==> src/hw/adc_ctrl_consts.vh <==
// constants for the converter power and channel control block
// assumes inclusion by bare name from files under hw/
`ifndef ADC_CTRL_CONSTS_VH
`define ADC_CTRL_CONSTS_VH
`define RES_W 2
`define RES_12 2'h0
`define RES_10 2'h1
`define RES_8 2'h2
`define RES_6 2'h3
`define DATA_W 12
`define CH_W 5
`define CH_SLOW_LAST 5'h17
`define CH_FAST_FIRST 5'h18
`define CH_FAST_LAST 5'h1B
`define CH_VREF 5'h1C
`define CH_TEMP 5'h1D
`define SMP_W 3
`define SMP_RST 3'h0
`define SMP_CNT_W 8
`define CONV_BITS_CNT 5'h0C
`endif

==> src/hw/adc_power_and_channel_control.v <==
// converter power and channel control: power, start, sequence, flags
// assumes software-side ports are synchronous; analog result is a pin
//
// Overview of operation
// [RULE1] setting power-on wakes the converter from power-down
// [RULE2] software starts only after power-up delay, before idle delay ends
// [RULE3] clearing power-on stops conversion and powers down
// [RULE4] slow channels 0 to 23 use the slow sampling-time field
// [RULE5] fast channels 24 to 27 use the fast sampling-time field
// [RULE6] internal reference and temperature channels use the fast field
// [RULE7] resolution selectable, widest gives 12-bit data
// [RULE8] single or continuous conversion mode by configuration
// [RULE9] separate interrupts for done, watchdog and overrun
// [RULE10] channel selector addresses up to 30 channels
// [RULE11] scan mode converts several selected channels, results to DMA
// [RULE12] fast-channel conversion can finish in about 1 us at 16 MHz
// [RULE13] start bit launches conversion; hardware clears it when accepted
// [RULE14] done flag set at conversion end, interrupt when enabled
// [RULE15] prescaler bit selects converter clock or that clock halved
// [RULE16] powered down: starts ignored, flags frozen
// [RULE17] reset clears power-on, sampling fields at default
`timescale 1ns/1ps
module adc_power_and_channel_control (
  // clock, reset, enable
  input wire clk_i,
  input wire sys_rst_i,
  input wire ce_i,
  // control one
  input wire converter_power_on_i,
  input wire start_set_i,
  input wire cont_mode_i,
  input wire [1:0] res_sel_i,
  input wire conversion_done_irq_enable_i,
  input wire watchdog_irq_enable_i,
  input wire overrun_irq_enable_i,
  // control two
  input wire [2:0] slow_sample_time_sel_i,
  input wire converter_clock_halve_i,
  // control three
  input wire [2:0] fast_sample_time_sel_i,
  input wire [4:0] watchdog_chan_i,
  // sequence select and thresholds
  input wire [29:0] chan_mask_i,
  input wire scan_dma_i,
  input wire [11:0] thresh_high_i,
  input wire [11:0] thresh_low_i,
  // flag clears and dma
  input wire done_clr_i,
  input wire watchdog_clr_i,
  input wire overrun_clr_i,
  input wire dma_ack_i,
  // analog front end
  input wire comp_i,
  output reg sample_o,
  output reg [4:0] chan_o,
  output reg powered_o,
  // results and status
  output reg [11:0] data_o,
  output reg data_valid_o,
  output wire start_bit_o,
  output wire busy_o,
  output reg done_flag_o,
  output reg watchdog_flag_o,
  output reg overrun_flag_o,
  // interrupts
  output wire done_irq_o,
  output wire watchdog_irq_o,
  output wire overrun_irq_o
);
`include "adc_ctrl_consts.vh"
  localparam S_OFF = 4'h1;
  localparam S_IDLE = 4'h2;
  localparam S_SAMP = 4'h4;
  localparam S_CONV = 4'h8;

  reg [3:0] state_r;
  reg start_r;
  reg comp_m_r;
  reg comp_s_r;
  reg [7:0] cnt_r;
  reg [4:0] bit_r;
  reg [11:0] sar_r;
  reg [29:0] pend_r;
  reg dma_wait_r;
  wire tick;
  wire [7:0] smp_len;

  // lowest pending channel of the sequence
  function [4:0] first_chan;
    input [29:0] m;
    integer k;
    begin
      first_chan = 5'h00;
      for (k = 29; k >= 0; k = k - 1) begin
        if (m[k]) begin
          first_chan = k[4:0];
        end
      end
    end
  endfunction

  // number of result bits for the resolution setting
  function [4:0] res_bits;
    input [1:0] r;
    begin
      case (r)
        `RES_12: res_bits = `CONV_BITS_CNT;
        `RES_10: res_bits = 5'h0A;
        `RES_8: res_bits = 5'h08;
        default: res_bits = 5'h06;
      endcase
    end
  endfunction

  sample_time_sel u_smp (
    .chan_i(chan_o),
    .slow_sel_i(slow_sample_time_sel_i),
    .fast_sel_i(fast_sample_time_sel_i),
    .cycles_o(smp_len)
  );

  conv_clk_gen u_clk (
    .clk_i(clk_i),
    .sys_rst_i(sys_rst_i),
    .ce_i(ce_i),
    .halve_i(converter_clock_halve_i),
    // divider held clear while not busy so halved timing is repeatable
    .run_i(converter_power_on_i & busy_o),
    .tick_o(tick)
  );

  wire powered = (state_r != S_OFF);
  wire [29:0] sel_mask = (chan_mask_i == 30'h0) ? 30'h1 : chan_mask_i;
  wire [29:0] one_mask = 30'h1 << first_chan(sel_mask);
  wire bit_last = (bit_r == 5'h01);
  wire conv_end = (state_r == S_CONV) & tick & bit_last;
  wire [29:0] rest = pend_r & ~(30'h1 << chan_o);
  // msb-aligned result trimmed to the resolution, low bits zero
  wire [11:0] trial = sar_r | (12'h800 >> (res_bits(res_sel_i) - bit_r));
  wire [11:0] res_val = comp_s_r ? trial : sar_r;
  wire wd_out = (chan_o == watchdog_chan_i) &
                ((res_val > thresh_high_i) | (res_val < thresh_low_i));

  assign start_bit_o = start_r;
  assign busy_o = (state_r == S_SAMP) | (state_r == S_CONV);
  // separate interrupt lines [RULE9] [RULE14]
  assign done_irq_o = done_flag_o & conversion_done_irq_enable_i;
  assign watchdog_irq_o = watchdog_flag_o & watchdog_irq_enable_i;
  assign overrun_irq_o = overrun_flag_o & overrun_irq_enable_i;

  // comparator crosses from the analog side: two flip-flops first
  always @(posedge clk_i) begin
    if (sys_rst_i) begin
      comp_m_r <= 1'b0;
      comp_s_r <= 1'b0;
    end else if (ce_i) begin
      comp_m_r <= comp_i;
      comp_s_r <= comp_m_r;
    end
  end

  always @(posedge clk_i) begin
    if (sys_rst_i) begin
      state_r <= S_OFF; // [RULE17]
      start_r <= 1'b0;
      cnt_r <= 8'h00;
      bit_r <= 5'h00;
      sar_r <= 12'h000;
      pend_r <= 30'h0;
      chan_o <= 5'h00;
      sample_o <= 1'b0;
      powered_o <= 1'b0;
      data_o <= 12'h000;
      data_valid_o <= 1'b0;
      dma_wait_r <= 1'b0;
      done_flag_o <= 1'b0;
      watchdog_flag_o <= 1'b0;
      overrun_flag_o <= 1'b0;
    end else if (ce_i) begin
      powered_o <= converter_power_on_i;
      data_valid_o <= 1'b0;
      if (!converter_power_on_i) begin
        // abort everything, flags hold [RULE3] [RULE16]
        state_r <= S_OFF;
        start_r <= 1'b0;
        sample_o <= 1'b0;
        pend_r <= 30'h0;
      end else begin
        if (dma_ack_i) begin
          dma_wait_r <= 1'b0;
        end
        // set wins over clear on every flag
        if (done_clr_i) begin
          done_flag_o <= 1'b0;
        end
        if (watchdog_clr_i) begin
          watchdog_flag_o <= 1'b0;
        end
        if (overrun_clr_i) begin
          overrun_flag_o <= 1'b0;
        end
        if (start_set_i & (state_r != S_OFF)) begin
          start_r <= 1'b1; // [RULE13]
        end
        case (state_r)
          S_OFF: begin
            state_r <= S_IDLE; // [RULE1]
          end
          S_IDLE: begin
            // waiting out power-up delay is left to software [RULE2]
            if (start_r | start_set_i) begin
              start_r <= 1'b0; // accepted, cleared by hardware [RULE13]
              // scan or continuous takes whole mask, otherwise one [RULE11] [RULE10]
              pend_r <= (scan_dma_i | cont_mode_i) ? sel_mask : one_mask;
              chan_o <= first_chan(sel_mask);
              cnt_r <= 8'h00;
              sample_o <= 1'b1;
              state_r <= S_SAMP;
            end
          end
          S_SAMP: begin
            if (tick) begin
              // per-channel sampling length [RULE4] [RULE5] [RULE6]
              if (cnt_r + 8'h01 >= smp_len) begin
                sample_o <= 1'b0;
                sar_r <= 12'h000;
                bit_r <= res_bits(res_sel_i); // [RULE7]
                state_r <= S_CONV;
              end else begin
                cnt_r <= cnt_r + 8'h01;
              end
            end
          end
          S_CONV: begin
            // one result bit per converter clock keeps 1 us reachable
            if (tick) begin
              sar_r <= res_val; // [RULE12]
              bit_r <= bit_r - 5'h01;
            end
            if (conv_end) begin
              data_o <= res_val;
              data_valid_o <= 1'b1;
              if (wd_out) begin
                watchdog_flag_o <= 1'b1; // [RULE9]
              end
              if (scan_dma_i | cont_mode_i) begin
                if (dma_wait_r & ~dma_ack_i) begin
                  overrun_flag_o <= 1'b1; // [RULE9] [RULE11]
                end
                dma_wait_r <= 1'b1;
              end
              cnt_r <= 8'h00;
              if (rest != 30'h0) begin
                chan_o <= first_chan(rest);
                pend_r <= rest;
                sample_o <= 1'b1;
                state_r <= S_SAMP;
              end else begin
                done_flag_o <= 1'b1; // [RULE14]
                if (cont_mode_i) begin
                  // continuous restarts the sequence [RULE8]
                  pend_r <= sel_mask;
                  chan_o <= first_chan(sel_mask);
                  sample_o <= 1'b1;
                  state_r <= S_SAMP;
                end else begin
                  pend_r <= 30'h0;
                  state_r <= S_IDLE; // [RULE8]
                end
              end
            end
          end
          default: begin
            state_r <= S_OFF;
          end
        endcase
      end
    end
  end
endmodule

==> src/hw/conv_clk_gen.v <==
// converter clock enable: every cycle, or every other cycle
// assumes one clock; the divider is a tick, not a new clock domain
`timescale 1ns/1ps
module conv_clk_gen (
  // clock and reset
  input wire clk_i,
  input wire sys_rst_i,
  input wire ce_i,
  // control
  input wire halve_i,
  input wire run_i,
  // tick
  output wire tick_o
);
  reg phase_r;
  always @(posedge clk_i) begin
    if (sys_rst_i) begin
      phase_r <= 1'b0;
    end else if (ce_i) begin
      phase_r <= run_i ? ~phase_r : 1'b0;
    end
  end
  // halved clock ticks on alternate cycles only [RULE15]
  assign tick_o = run_i & (~halve_i | phase_r);
endmodule

==> src/hw/sample_time_sel.v <==
// picks the sampling-time field for a channel and maps it to clocks
// assumes channel numbers come from the same clock domain
`timescale 1ns/1ps
module sample_time_sel (
  // channel and fields
  input wire [4:0] chan_i,
  input wire [2:0] slow_sel_i,
  input wire [2:0] fast_sel_i,
  // sampling length in converter clocks
  output wire [7:0] cycles_o
);
`include "adc_ctrl_consts.vh"
  function [7:0] smp_cycles;
    input [2:0] code;
    begin
      case (code)
        3'h0: smp_cycles = 8'h04;
        3'h1: smp_cycles = 8'h09;
        3'h2: smp_cycles = 8'h10;
        3'h3: smp_cycles = 8'h18;
        3'h4: smp_cycles = 8'h30;
        3'h5: smp_cycles = 8'h60;
        3'h6: smp_cycles = 8'hC0;
        default: smp_cycles = 8'hFF;
      endcase
    end
  endfunction
  // slow group 0..23, all else fast or internal [RULE4] [RULE5] [RULE6]
  wire is_slow = (chan_i <= `CH_SLOW_LAST);
  assign cycles_o = smp_cycles(is_slow ? slow_sel_i : fast_sel_i);
endmodule
==> config.mk <==
export PLATFORM = sky130hd
export DESIGN_NAME = adc_power_and_channel_control
export DESIGN_NICKNAME = d
export VERILOG_FILES = /design/src/hw/adc_power_and_channel_control.v /design/src/hw/conv_clk_gen.v /design/src/hw/sample_time_sel.v
export VERILOG_INCLUDE_DIRS = /design/src /design/src/hw
export SDC_FILE = /design/constraint.sdc
export NUM_CORES = 1
export LEC_CHECK = 0
export BUFFER_PORTS_ARGS = -buffer_cell sky130_fd_sc_hd__buf_2
export CORE_MARGIN = 3
export CORE_UTILIZATION = 45
export CTS_CLUSTER_DIAMETER = 40
export DETAILED_ROUTE_END_ITERATION = 10
export PLACE_DENSITY = 0.66
export SLEW_MARGIN = 20
export SYNTH_ARGS = -nofsm -noshare
export SYNTH_HDL_FRONTEND = slang
export SYNTH_SLANG_ARGS = --single-unit
==> constraint.sdc <==
create_clock -name clk_i -period 15.39 [get_ports clk_i]
set_input_delay 4.617 -clock clk_i [delete_from_list [all_inputs] [get_ports clk_i]]
set_output_delay 4.617 -clock clk_i [all_outputs]
set_load 0.01 [all_outputs]
; ---- Word level (Yosys, flattened, before mapping)
; Index checks and enable logic that the tools add are counted.
[totals]
ff_bits = 87
out_inout_bits = 28
wordCells = 224
[classes]
n_mux = 131
n_lt_le_gt_ge = 4
n_addsub = 3
n_reduce_logical = 15
eq_ne = 29
bitwise = 21
shifts = 3
[ops]
columns = operator, n
row1 = $mux 5, 67
row2 = $mux 30, 7
row3 = $pmux 30 s2, 1
row4 = $shl 1x5->30 const A, 2
row5 = $pmux 8 s7, 1
row6 = $mux 12, 4
row7 = $mux 1, 32
row8 = $mux 8, 4
row9 = $and 30x30->30, 1
row10 = $logic_not 30->1, 1
row11 = $not 30->30, 1
row12 = $reduce_bool 30->1, 1
row13 = $pmux 12 s2, 1
row14 = $pmux 8 s3, 1
row15 = $mux 4, 5
row16 = $pmux 5 s2, 2
row17 = $pmux 4 s4, 1
row18 = $reduce_and 7->1, 2
row19 = $gt 12x12->1, 1
row20 = $lt 12x12->1, 1
row21 = $or 12x12->12, 1
row22 = $pmux 4 s3, 1
row23 = $reduce_and 6->1, 2
row24 = $shr 12x5->12 const A, 1
row25 = other kinds (35), 65

; ---- Longest topological paths before layout
[logic_depth]
word_depth = 37
depth_mapped = 19
ltp_nobuf = 17

; ---- Cells and area by module
; A second synthesis with hierarchy kept.
[unflattened]
cells_unflattened = 935
hier_area_um2 = 6916.6
[modules_own_cells]
columns = mod, cells_per_inst, area_each_um2, instances
row1 = adc_power_and_channel_control, 904, 6678.9, 1
row2 = sample_time_sel, 25, 187.7, 1
row3 = conv_clk_gen, 6, 50.0, 1

; ---- Worst setup path after synthesis
; Ideal clock, no wire load.
[synth_path]
path_kind = in2out
startpoint = input conversion_done_irq_enable_i
endpoint = output done_irq_o
path_buffers = 0
path_stages = 1
t_required_ps = 10773
slack_ps = 5991
arrival_ps = 4782
cell_sequence = and2_1
[synth_via]
elab_chain_cells = 1
[synth_rtl]
columns = element, line_no
row1 = from (decl), adc_power_and_channel_control.v:33  ; input wire conversion_done_irq_enable_i,
row2 = $and 1x1->1, adc_power_and_channel_control.v:147  ; assign done_irq_o = done_flag_o & conversion_done_irq_enable_i;
row3 = to (decl), adc_power_and_channel_control.v:66  ; output wire done_irq_o,
; No other way between the ends.

; ---- Worst setup path after layout
[layout_path]
startpoint = input watchdog_irq_enable_i
endpoint = output watchdog_irq_o
[layout_via]
elab_chain_cells = 1
[layout_rtl]
columns = element, line_no
row1 = from (decl), adc_power_and_channel_control.v:34  ; input wire watchdog_irq_enable_i,
row2 = $and 1x1->1, adc_power_and_channel_control.v:148  ; assign watchdog_irq_o = watchdog_flag_o & watchdog_irq_enable_i;
row3 = to (decl), adc_power_and_channel_control.v:67  ; output wire watchdog_irq_o,
; No other way between the ends.

==> run_results.csv <==
group,metric,value,unit
sta,setup_viol,0,
min_path,whs_path_depth,2,
sta,relSlewSlack,34.3,%
global_routing,grt_pass1_wl,35.1,mm
yosys,synthXorXnorAreaFrac,1.91,%
global_routing,grt_usage,26.2,%
route,drtIter0Drc,736,
power,p_sw_share,25.6,%
clock_network,insertion_delay,0.35,ns
clock_network,cts_buffers,9,
layout,diodes,0,
critical_path,critPathTopFamily,"buffers and inverters",
clock_network,clockBufferDepth,2,
floorplan,die_area,16800,µm²
clock_network,clockRootBuffer,"clkbuf_16",
power,p_clk_share,46.2,%
power,vdd_drop_max,0.0558,mV
clock_network,clock_sinks,87,
route,drtPass1Iterations,6,
sta,max_clock_freq,104,MHz
sta,fin_crit_sh,62.3,%
critical_path,crit_path_max_fanout,1,
critical_path,rr_worst_depth,13,
power,p_total,0.569,mW
floorplan,initial_core_util,46.6,%
placement,place_congestion,0.939,
critical_path,path_cells,"buf_2 > and2_1 > buf_2",
sta,fin_skew,0.00810,ns
yosys,yosys_warnings,0,
sta,setup-tns-final,0,ns
min_path,holdPathEnd,"bit_r[1]",
yosys,synth_simple_gate_area_share,27.7,%
sta,hold_viol,0,
sta,fin_ws,5.80,ns
route,drc_errors,0,
clock_network,cts_resized,0,
critical_path,path_common_cell,"buf_2",
clock_network,cts_setup_buffers,0,
clock_network,holdBufCountCts,0,
yosys,synth_nets,1054,
critical_path,worstPathArrival,4.98,ns
route,dr_total_vias,7386,
layout,area_growth,14.1,%
yosys,synthFlopType,"dfxtp_1",
yosys,synth_area,6880,µm²
clock_network,tritoncts,"yes",
power,powerDensity,72.5,nW/µm²
critical_path,critPathLaunchType,"input port",
critical_path,cpPeakStageDelay,0.14,ns
layout,instances_no_fill,1193,
sta,hold_slack,0.452,ns
route,wl_per_cell,18.5,µm
flow_run,max-cap-violations,0,
yosys,synth_top_family_by_area,"compound AO/OA/AOI/OAI gates",
global_routing,antenna_found_initial,0,
placement,dpl.hpwl,16.4,mm
critical_path,ff2ff_setup_slack,11.12,ns
yosys,avgSynthCellArea,7.38,µm²
route,wl,22.1,mm
outcome,status,"completed",
route,routed_via_density,6.19,
critical_path,r2r-start,"chan_o[4]",
yosys,postSynth.asyncResetShare,0,%
floorplan,die_height,130,µm
global_routing,grt_pass1_vias,6678,
power,p_leak,3.37,nW
yosys,postSynthCellCount,932,
yosys,synth_compound_area_share,30.0,%
power,power_frac_comb,13.7,%
power,p_int,0.423,mW
clock_network,clk_pin_slew,0.06,ns
floorplan,die_w,130,µm
critical_path,cpMaxStageDelayCell,"and2_1",
critical_path,path_depth,3,
critical_path,r2r-end,"cnt_r[5]",
critical_path,end_kind,"output pin",
placement,io_buffers,110,
sta,tightest_slew,0.985,ns
floorplan,core_area,14800,µm²
yosys,synth_edf_count,0,
placement,dp_cells,1177,
critical_path,cp.required,10.77,ns
yosys,seq_area_frac_synth,25.3,%
power,switchingPower,0.146,mW
layout,final_util,53.2,%
sta,min_period,9.59,ns
placement,place_ws,5.79,ns
placement,place_area,7490,µm²
critical_path,path_buf_inv,2,
yosys,ys_ff_latch,87,
power,p_seq_share,40.1,%
layout,post-route-cell-area,7840,µm²
global_routing,grt-ovfl-total,0,
yosys,synth_cell_types,79,
layout,drive_above_1_share,15.8,%
yosys,synthMuxAreaShare,2.13,%
route,postRouteAntennaNets,0,
min_path,hp-class,"flip-flop to flip-flop",
min_path,worstHoldStart,"bit_r[1]",
floorplan,num_rows,44,
sta,slew_viol_final,0,
clock_network,h-tree-depth,3,
layout,nets,1126,
yosys,synthAdderAreaFrac,7.10,%
global_routing,grt_max_degree,65,
floorplan,io_pins,111,
sta,rsz0062_at_grt,"false",
critical_path,critPathKind,"input port to output pin",
==> power groups by stage <==
stage               clock network (mW)  logic (mW)  registers [mW]
finish                           0.263      0.0780           0.228
global route                     0.274      0.0864           0.228
CTS                              0.265      0.0767           0.228
detailed placement                   0      0.0762           0.233
global placement                     0      0.0760           0.233
floorplan                            0      0.0474           0.233
==> worst max path at each step <==
stage,from,to
2_1_floorplan,conversion_done_irq_enable_i,done_irq_o
3_3_place_gp,conversion_done_irq_enable_i,done_irq_o
3_5_place_dp,watchdog_irq_enable_i,watchdog_irq_o
4_1_cts,watchdog_irq_enable_i,watchdog_irq_o
5_1_grt,watchdog_irq_enable_i,watchdog_irq_o
6_report,watchdog_irq_enable_i,watchdog_irq_o
==> registers in the layout, indices dropped and copies added, names as in the netlist, 4 cells and up <==
register and flops:
sar_r 12, cnt_r 8, chan_o 5, data_o 12, state_r 4, pend_r 30, bit_r 5
==> worst reg2reg max path, stage by stage, from the launching register on <==
cell,delay [ns]
dfxtp_1,0.83
nand2_1,0.47
mux2i_1,0.59
or2_2,0.23
a21oi_1,0.08
ha_1,0.28
nand2b_1,0.14
a21o_1,0.17
a21oi_1,0.22
o2111ai_1,0.26
a21bo_2,0.37
and2_1,0.24
o21ai_0,0.18
a21oi_1,0.08
==> kinds of logic after synthesis <==
| family | Yosys count |
|---|---|
| DFF | 87 |
| xor gates and xnor gates | 15 |
| AOI/OAI and AO/OA | 303 |
| buffers and inverters | 99 |
| muxes | 14 |
| and+or+nand+nor | 375 |
| adders and majority gates | 39 |
==> per-layer routing <==
metal | global-route usage [%] | up-vias | share of wire [%]
met5 | 0 | - | 0
met4 | 8.92 | 0 | 2.4
met3 | 4.86 | 49 | 9.3
met2 | 38.7 | 363 | 43
met1 | 38.3 | 3387 | 45
li1 | - | 3587 | -
==> placed cells by master, fill, tap and decap left out, drive strengths merged, types with 22 or more instances in the layout <==
| cell type | Yosys | routed |
|---|---|---|
| ha | 39 | 39 |
| a32o | 22 | 22 |
| nor3 | 26 | 26 |
| nand2b | 22 | 22 |
| a21oi | 84 | 84 |
| nand3 | 36 | 36 |
| nor2 | 108 | 108 |
| buf | 17 | 116 |
| inv | 44 | 44 |
| o21ai | 60 | 60 |
| nand2 | 82 | 82 |
| dfxtp | 87 | 87 |
==> final cells by class <==
class                      instances  area (µm²)
fill                            1459        6910
multi-input combinational        746        4750
timing repair buffer             116         596
inverter                          44         165
sequential                        87        1740
clock inverter                     5         104
clock buffer                      11         253
tap                              184         230
==> synthesized netlist by cell type, types with 6 or more instances <==
master	instances	area share (%)
nand3_1	36	2.6
o21ai_1	11	0.80
a32o_1	22	3.2
nand2b_1	22	2.0
nand2_1	82	4.5
o21bai_1	8	0.87
o21a_1	11	1.2
o31ai_1	11	1.2
o211ai_1	6	0.66
and3_1	6	0.55
buf_2	10	0.73
o21ai_0	49	3.6
mux2i_1	9	1.3
nor2_1	106	5.8
ha_1	39	7.1
nor3_1	25	1.8
or3b_1	7	0.89
nor2b_1	15	1.4
nor4_1	11	1.0
and2_1	9	0.82
a31oi_1	11	1.0
xnor2_1	9	1.1
a221o_1	11	1.6
or3_1	9	0.82
inv_1	43	2.3
a21oi_1	84	6.1
clkbuf_1	38	2.1
a21o_1	15	1.6
a211oi_1	7	0.76
xor2_1	6	0.76
or2_2	7	0.64
nand4_1	12	1.1
dfxtp_1	87	25
Note: power is estimated with default switching activity, not from simulation.
